### src/core/irq_ctrl_pkg.sv
package irq_ctrl_pkg;

  // Host I/O ports of the indexed sequencer register space.
  localparam logic [15:0] IO_INDEX_ADDR = 16'h03C4;
  localparam logic [15:0] IO_DATA_ADDR  = 16'h03C5;

  // Indices of the interrupt registers.
  localparam logic [7:0] IDX_ENABLE_MASK    = 8'h19;
  localparam logic [7:0] IDX_SOURCE_STATUS  = 8'h1A;
  localparam logic [7:0] IDX_USER_STATUS    = 8'h1C;
  localparam logic [7:0] IDX_USER_CTRL      = 8'h1F;

  // Reset values.
  localparam logic [7:0] ENABLE_MASK_RST    = 8'h00;
  localparam logic [7:0] USER_CTRL_RST      = 8'h00;
  localparam logic [7:0] INDEX_RST          = 8'h00;
  localparam logic [7:0] READ_IDLE          = 8'h00;

  // Writable bits of the enable/mask register; bits 7 and 3 are reserved.
  localparam logic [7:0] ENABLE_MASK_WMASK  = 8'h77;

  // Field positions of the enable/mask register.
  localparam int EN_BUS_MASTER_BIT   = 6;
  localparam int EN_VIDEO_IN_BIT     = 5;
  localparam int EN_DRAW_ENGINE_BIT  = 4;
  localparam int MASK_BUS_MASTER_BIT = 2;
  localparam int MASK_VIDEO_IN_BIT   = 1;
  localparam int MASK_DRAW_ENG_BIT   = 0;

  // Field positions of the source status register.
  localparam int ST_DRAW_ENGINE_BIT  = 0;
  localparam int ST_VIDEO_IN_BIT     = 1;
  localparam int ST_BUS_MASTER_BIT   = 2;
  localparam int ST_VGA_BIT          = 4;

  // User pins and the layout of the user-pin control register.
  localparam int USER_PINS           = 4;
  localparam int USER_EN_LSB         = 4;
  localparam int USER_MASK_LSB       = 0;
  localparam int CORE_SOURCES        = 3;

  // Core interrupt sources, ordered as in the status register.
  typedef struct packed {
    logic bus_master;
    logic video_in;
    logic draw_engine;
  } irq_core_t;

endpackage

### src/core/display_irq_ctrl.sv
`timescale 1ns/1ps

// Overview of operation
// - Set mask suppresses its source regardless of enable.
// - Clear mask and set enable pass source.
// - Enables for master, video, draw at 6:4.
// - Masks for master, video, draw at 2:0.
// - Enable/mask at index 19h, RW, resets zero.
// - Status bits 0,1,2,4 report detected sources.
// - VGA status gated inside VGA block only.
// - Source status at 1Ah, read-only, reserved zero.
// - User-pin status at 1Ch, bits 3:0.
// - Bits 7:4 of 1Fh enable pin interrupts.
// - Bits 3:0 of 1Fh mask pin interrupts.
module display_irq_ctrl (
  input  wire logic                   I_CLOCK,     // System clock, 40 MHz.
  input  wire logic                   I_SYS_RST,   // Synchronous reset, active high.
  input  wire logic [15:0]            I_IO_ADDR,   // Host I/O address.
  input  wire logic                   I_IO_WR,     // Host I/O write strobe.
  input  wire logic                   I_IO_RD,     // Host I/O read strobe.
  input  wire logic [7:0]             I_IO_WDATA,  // Host I/O write data.
  input  wire irq_ctrl_pkg::irq_core_t I_CORE_IRQ, // Master, video, draw conditions.
  input  wire logic                   I_VGA_IRQ,   // VGA condition, already gated.
  input  wire logic [3:0]             I_USER_PIN,  // User pin levels.
  output logic [7:0]                  O_IO_RDATA,  // Read data, registered.
  output logic                        O_IO_RVALID, // Read answer pulse, registered.
  output logic                        O_IRQ        // Interrupt request, registered.
);

  localparam int UP = irq_ctrl_pkg::USER_PINS;

  logic [7:0] index_q;
  logic [7:0] index_d;
  logic [7:0] en_mask_q;
  logic [7:0] en_mask_d;
  logic [7:0] user_ctrl_q;
  logic [7:0] user_ctrl_d;
  logic [7:0] rdata_q;
  logic [7:0] rdata_d;
  logic       rvalid_q;
  logic       rvalid_d;
  logic       irq_q;
  logic       irq_d;
  logic       vga_st_q;
  logic       vga_st_d;

  logic                     index_wr;
  logic                     data_wr;
  logic                     data_rd;
  logic [irq_ctrl_pkg::CORE_SOURCES-1:0] core_en;
  logic [irq_ctrl_pkg::CORE_SOURCES-1:0] core_mask;
  irq_ctrl_pkg::irq_core_t  core_status;
  logic                     core_pend;
  logic [UP-1:0]            user_hw_en;
  logic [UP-1:0]            user_mask;
  logic [UP-1:0]            user_raw;
  logic [UP-1:0]            user_status;
  logic                     user_pend;

  // Host access decode: the index port selects, the data port reads or writes.
  assign index_wr = I_IO_WR && (I_IO_ADDR == irq_ctrl_pkg::IO_INDEX_ADDR);
  assign data_wr  = I_IO_WR && (I_IO_ADDR == irq_ctrl_pkg::IO_DATA_ADDR);
  assign data_rd  = I_IO_RD && (I_IO_ADDR == irq_ctrl_pkg::IO_DATA_ADDR);

  // Enable and mask fields of the shared register, in status bit order.
  assign core_en[irq_ctrl_pkg::ST_BUS_MASTER_BIT]  =
    en_mask_q[irq_ctrl_pkg::EN_BUS_MASTER_BIT];
  assign core_en[irq_ctrl_pkg::ST_VIDEO_IN_BIT]    =
    en_mask_q[irq_ctrl_pkg::EN_VIDEO_IN_BIT];
  assign core_en[irq_ctrl_pkg::ST_DRAW_ENGINE_BIT] =
    en_mask_q[irq_ctrl_pkg::EN_DRAW_ENGINE_BIT];
  assign core_mask[irq_ctrl_pkg::ST_BUS_MASTER_BIT]  =
    en_mask_q[irq_ctrl_pkg::MASK_BUS_MASTER_BIT];
  assign core_mask[irq_ctrl_pkg::ST_VIDEO_IN_BIT]    =
    en_mask_q[irq_ctrl_pkg::MASK_VIDEO_IN_BIT];
  assign core_mask[irq_ctrl_pkg::ST_DRAW_ENGINE_BIT] =
    en_mask_q[irq_ctrl_pkg::MASK_DRAW_ENG_BIT];

  // User pin fields; a pin not enabled as an interrupt input is ignored entirely.
  assign user_hw_en = user_ctrl_q[irq_ctrl_pkg::USER_EN_LSB +: UP];
  assign user_mask  = user_ctrl_q[irq_ctrl_pkg::USER_MASK_LSB +: UP];
  assign user_raw   = I_USER_PIN & user_hw_en;

  irq_gate #(
    .N (irq_ctrl_pkg::CORE_SOURCES)
  ) u_core_gate (
    .i_clk    (I_CLOCK),
    .i_rst    (I_SYS_RST),
    .i_raw    (I_CORE_IRQ),
    .i_en     (core_en),
    .i_mask   (core_mask),
    .o_status (core_status),
    .o_pend   (core_pend)
  );

  irq_gate #(
    .N (UP)
  ) u_user_gate (
    .i_clk    (I_CLOCK),
    .i_rst    (I_SYS_RST),
    .i_raw    (user_raw),
    .i_en     (user_hw_en),
    .i_mask   (user_mask),
    .o_status (user_status),
    .o_pend   (user_pend)
  );

  // Register writes; reserved bits of the enable/mask register never store.
  always_comb begin
    index_d     = index_q;
    en_mask_d   = en_mask_q;
    user_ctrl_d = user_ctrl_q;
    if (index_wr) begin
      index_d = I_IO_WDATA;
    end
    if (data_wr && (index_q == irq_ctrl_pkg::IDX_ENABLE_MASK)) begin
      en_mask_d = I_IO_WDATA & irq_ctrl_pkg::ENABLE_MASK_WMASK;
    end
    if (data_wr && (index_q == irq_ctrl_pkg::IDX_USER_CTRL)) begin
      user_ctrl_d = I_IO_WDATA;
    end
  end

  always_ff @(posedge I_CLOCK) begin
    if (I_SYS_RST) begin
      index_q     <= irq_ctrl_pkg::INDEX_RST;
      en_mask_q   <= irq_ctrl_pkg::ENABLE_MASK_RST;
      user_ctrl_q <= irq_ctrl_pkg::USER_CTRL_RST;
    end else begin
      index_q     <= index_d;
      en_mask_q   <= en_mask_d;
      user_ctrl_q <= user_ctrl_d;
    end
  end

  // Register reads; an index outside this block answers nothing and leaves data idle.
  always_comb begin
    rdata_d  = irq_ctrl_pkg::READ_IDLE;
    rvalid_d = 1'b0;
    if (data_rd) begin
      case (index_q)
        irq_ctrl_pkg::IDX_ENABLE_MASK: begin
          rdata_d  = en_mask_q;
          rvalid_d = 1'b1;
        end
        irq_ctrl_pkg::IDX_SOURCE_STATUS: begin
          rdata_d[irq_ctrl_pkg::ST_DRAW_ENGINE_BIT] = core_status.draw_engine;
          rdata_d[irq_ctrl_pkg::ST_VIDEO_IN_BIT]    = core_status.video_in;
          rdata_d[irq_ctrl_pkg::ST_BUS_MASTER_BIT]  = core_status.bus_master;
          rdata_d[irq_ctrl_pkg::ST_VGA_BIT]         = vga_st_q;
          rvalid_d = 1'b1;
        end
        irq_ctrl_pkg::IDX_USER_STATUS: begin
          rdata_d[UP-1:0] = user_status;
          rvalid_d        = 1'b1;
        end
        irq_ctrl_pkg::IDX_USER_CTRL: begin
          rdata_d  = user_ctrl_q;
          rvalid_d = 1'b1;
        end
        default: begin
          rdata_d  = irq_ctrl_pkg::READ_IDLE;
          rvalid_d = 1'b0;
        end
      endcase
    end
  end

  // The VGA condition arrives already gated, so only its status is kept here.
  always_comb begin
    vga_st_d = I_VGA_IRQ;
    irq_d    = core_pend | user_pend | vga_st_q;
  end

  always_ff @(posedge I_CLOCK) begin
    if (I_SYS_RST) begin
      rdata_q  <= irq_ctrl_pkg::READ_IDLE;
      rvalid_q <= 1'b0;
      vga_st_q <= 1'b0;
      irq_q    <= 1'b0;
    end else begin
      rdata_q  <= rdata_d;
      rvalid_q <= rvalid_d;
      vga_st_q <= vga_st_d;
      irq_q    <= irq_d;
    end
  end

  assign O_IO_RDATA  = rdata_q;
  assign O_IO_RVALID = rvalid_q;
  assign O_IRQ       = irq_q;
endmodule // display_irq_ctrl

### src/core/irq_gate.sv
`timescale 1ns/1ps

// Registers a group of raw source conditions as status and gates them.
module irq_gate #(
  parameter int N = 3
) (
  input  wire logic         i_clk,    // System clock.
  input  wire logic         i_rst,    // Synchronous reset, active high.
  input  wire logic [N-1:0] i_raw,    // Raw source conditions, level.
  input  wire logic [N-1:0] i_en,     // Per-source enables.
  input  wire logic [N-1:0] i_mask,   // Per-source masks.
  output logic      [N-1:0] o_status, // Registered status.
  output logic              o_pend    // Any enabled, unmasked status.
);

  logic [N-1:0] status_q;
  logic [N-1:0] status_d;
  logic [N-1:0] gated;

  if (N < 1) begin : g_bad_n
    $error("irq_gate needs at least one source");
  end

  // Status simply follows the source level, so it stays set until the unit withdraws it.
  always_comb begin
    status_d = i_raw;
  end

  always_ff @(posedge i_clk) begin
    if (i_rst) begin
      status_q <= '0;
    end else begin
      status_q <= status_d;
    end
  end

  // One gate per source: the mask wins over the enable.
  for (genvar g = 0; g < N; g++) begin : g_src
    assign gated[g] = status_q[g] & i_en[g] & ~i_mask[g];
  end

  assign o_status = status_q;
  assign o_pend   = |gated;

endmodule // irq_gate

### config.mk
export PLATFORM = sky130hd
export DESIGN_NAME = display_irq_ctrl
export DESIGN_NICKNAME = d
export VERILOG_FILES = /design/src/core/irq_ctrl_pkg.sv /design/src/core/display_irq_ctrl.sv /design/src/core/irq_gate.sv
export SDC_FILE = /design/constraint.sdc
export NUM_CORES = 1
export LEC_CHECK = 0
export ABC_AREA = 0
export BUFFER_PORTS_ARGS = -buffer_cell sky130_fd_sc_hd__clkbuf_2
export CAP_MARGIN = 20
export CELL_PAD_IN_SITES_DETAIL_PLACEMENT = 0
export CELL_PAD_IN_SITES_GLOBAL_PLACEMENT = 1
export CORE_MARGIN = 5
export CORE_UTILIZATION = 41
export DETAILED_ROUTE_END_ITERATION = 6
export GPL_TIMING_DRIVEN = 0
export PLACE_DENSITY = 0.93
export REMOVE_ABC_BUFFERS = 1
export SLEW_MARGIN = 20
export SYNTH_ARGS = -nofsm -noshare
export SYNTH_HDL_FRONTEND = slang
export SYNTH_SLANG_ARGS = --single-unit
### constraint.sdc
create_clock -name I_CLOCK -period 3.31 [get_ports I_CLOCK]
set_input_delay 0.1655 -clock I_CLOCK [delete_from_list [all_inputs] [get_ports I_CLOCK]]
set_output_delay 0.1655 -clock I_CLOCK [all_outputs]
set_load 0.02 [all_outputs]
==> run metrics <==
count of vias placed by the detailed router 1481; register share of total power 51.4%; total die area 0.00577 mm^2; depth of the worst register-to-register path 4; pin slew with the least headroom to its limit 0.669 ns; number of buffers created by CTS 5; area share of fa/ha/maj cells after synthesis 0%; Clock Path Buffers 2; flip-flop and latch count after synthesis 40; die span in y 76.0 um; Period Utilization, post-route 63.2%; library cell with the highest instance count after synthesis sky130_fd_sc_hd__dfxtp_1; post-detailed-route count of antenna-violating nets 0; number of failing setup endpoints in the final timing report 0; fraction of registers with async set/reset 0%; Hold Worst Slack 0.0725 ns; global-route wire length before repair 6930 um; final-report max-slew violation count 0; power per cell area 440 mW/mm^2; multiplexer share of the synthesized area 7.85%; proportion of layout cells with a drive suffix above 1 26.2%; Critical Setup Path Class flip-flop to flip-flop; Logic pwr share 4.8%; Min Clock Period, post-route 2.09 ns; mapped cell area 0.00178 mm^2; crit path max fanout 16; Die X 76.0 um; critical path, cell by cell nand3_1 > nor4_2 > nand4_2 > mux2i_1; total grt overflow 0; endpoint with the worst hold slack u_user_gate.o_status[0]; Buf+Inv Stages, Crit Path 0; net switching fraction of the power 20.1%; vias in the first global route 1487; number of diodes added for antenna fixing 0; clock input transition at the sequential cells of the worst setup and hold paths 0.08 ns; Sink Count 40; most frequently used flop master after synthesis sky130_fd_sc_hd__dfxtp_1; peak ir drop on the vdd network 0.233 mV; antenna violations before repair 0; area overhead of the layout relative to synthesis 20.5%; Clock power frac 43.8%; complex-gate fraction of the synthesized area 11.6%; worst setup path startpoint index_q[1]; count of hold-fix buffers inserted at cts 0; delay-heaviest family, CP simple AND/OR/NAND/NOR gates; Synth Area in Simple Gates 32.5%; Worst Hold Path Cells 3; overall fraction of global-route tracks in use 14.4%; maximum cell stage delay along the critical path 0.71 ns; fmax 478 MHz; most area-consuming cells after synthesis sky130_fd_sc_hd__dfxtp_1, sky130_fd_sc_hd__mux2i_1, sky130_fd_sc_hd__nand2b_1; list of most frequent post-synthesis cells sky130_fd_sc_hd__dfxtp_1, sky130_fd_sc_hd__nand2b_1, sky130_fd_sc_hd__nand2_1, sky130_fd_sc_hd__nor2_1, sky130_fd_sc_hd__mux2i_1; launch instance of the worst min-delay path I_USER_PIN[0]; number of distinct standard cells referenced by the synthesized netlist 35; switching pwr 190 uW; startpoint class of the critical path flip-flop; launch point of the worst reg-to-reg path index_q[1]; post-layout instance area 0.00215 mm^2; routed length per instance 14.0 um; # resized after CTS 0; combinational family with the most area after synthesis simple AND/OR/NAND/NOR gates; post-detailed-placement half-perimeter wirelength 2890 um; cell area reported after detailed placement 0.00203 mm^2; area leader, netlist sky130_fd_sc_hd__dfxtp_1; Avg Vias per Cell 5.12; Hold WC Path Type primary input to flip-flop; Avg Synthesized Cell Area 9.15 um^2; sequential-to-total area share from yosys stat 44.9%; Critical Path End Type flip-flop; clock tree root buffer cell sky130_fd_sc_hd__clkbuf_8; number of ports placed on the die boundary 46; 1st-iter DRT viols 111; synthesized instance count 195; outcome complete, no violations; H-tree depth 2; setup_tns 0 ns; final hold vios 0; Placeable Area 0.00429 mm^2; unrepaired setup endpoints after global routing false; total length of routed wires 4040 um; count of unresolved DRC violations after routing 0; Critical Path Slowest Stage Cell sky130_fd_sc_hd__dfxtp_1; P_leak 0.935 nW; internal portion of total power 755 uW; portion of synthesized cell area occupied by the leading cell type 44.9%; worst relative slew slack 55.4%; Final nets 272; worst setup slack after layout 1.22 ns; Critical R2R Capture user_ctrl_q[7]; parity-gate share of the synthesized area counting xor and xnor cells 0.491%; # Post-CTS Setup Buffers 0; worst-skew pair later-pin latency 0.29 ns; arrival time at the worst endpoint 2.31 ns; maximum number of pins on one net before global-route repair 41; number of synthesized flops with an enable pin 0; worst clock skew on the final layout 0.00819 ns; Reg2Reg Setup Slack 1.22 ns; clock tree from TritonCTS built; first drt pass iteration count 4; Port Buf Inserts 45; max-cap viol count 0; setup slack after placement 1.24 ns; number of warnings issued by yosys 0; starting density of the core 41.6%; final weighted congestion in routability-driven placement 0.762; worst path required time 3.52 ns; count of standard-cell rows 24
stage by stage:
stage / std cells / util [%] / total power [mW]
final: 289 / 50.1 / 0.945
after global routing: 289 / 50.1 / 0.983
after CTS: 289 / 50.1 / 0.953
after detailed placement: 281 / 47.2 / 0.542
after global placement: 281 / 47.2 / 0.542
after floorplan: 184 / - / 0.511
layout by cell type (no fill, tap or decap), drive strengths merged, types with 3 or more instances in the layout:
master   n
clkbuf  51
nand2   16
nand4    3
a21oi    9
mux2i   14
a311oi   3
nor2    15
nand3b   4
dfxtp   40
nand2b  22
o21ai   10
nand3   13
nor2b    6
flip-flops by register name (all words and copies together), names as in the netlist:
name / cells
index_q: 8
O_IO_RDATA: 8
vga_st_q: 1
O_IO_RVALID: 1
en_mask_q: 6
O_IRQ: 1
user_ctrl_q: 8
u_user_gate.o_status: 4
u_core_gate.o_status: 3
worst max-delay path by stage:
stage | end | slack (ns) | cells past startpoint
after CTS | user_ctrl_q[7] | 1.23 | 4
after global placement | user_ctrl_q[6] | 1.24 | 4
after floorplan | user_ctrl_q[0] | 1.69 | 4
after global routing | user_ctrl_q[2] | 1.03 | 4
after detailed placement | user_ctrl_q[7] | 1.24 | 4
final | user_ctrl_q[7] | 1.22 | 4
power by group through the flow:
stage | logic, mW | clock network [mW] | registers [mW]
global route | 0.0502 | 0.447 | 0.486
CTS | 0.0457 | 0.422 | 0.485
detailed placement | 0.0455 | 0 | 0.497
floorplan | 0.0139 | 0 | 0.497
global placement | 0.0450 | 0 | 0.497
finish | 0.0454 | 0.414 | 0.485
layout make-up:
class	count	area [um^2]
fill	427	2140
multi-input combinational	144	937
sequential	40	801
timing repair buffer	45	225
clock buffer	6	82.6
tap	52	65.1
clock inverter	2	38.8
worst reg2reg max path, cell delays in order, from the launching register on:
cell and delay, ns:
sky130_fd_sc_hd__dfxtp_1 0.71, sky130_fd_sc_hd__nand3_1 0.17, sky130_fd_sc_hd__nor4_2 0.42, sky130_fd_sc_hd__nand4_2 0.45, sky130_fd_sc_hd__mux2i_1 0.28
cells by family after synthesis:
kind of cell    after synthesis
simple gates                 98
flops                        40
compound gates               31
mux                          14
buf+inv                      11
xor+xnor                      1
metal layers:
layer | GRT usage, % | part of all wire, %
met2 | 22.0 | 46
met4 | 3.20 | 1.1
met1 | 19.4 | 49
met5 | 0 | 0
met3 | 4.98 | 4.8
Note: power is estimated with default switching activity, not from simulation.
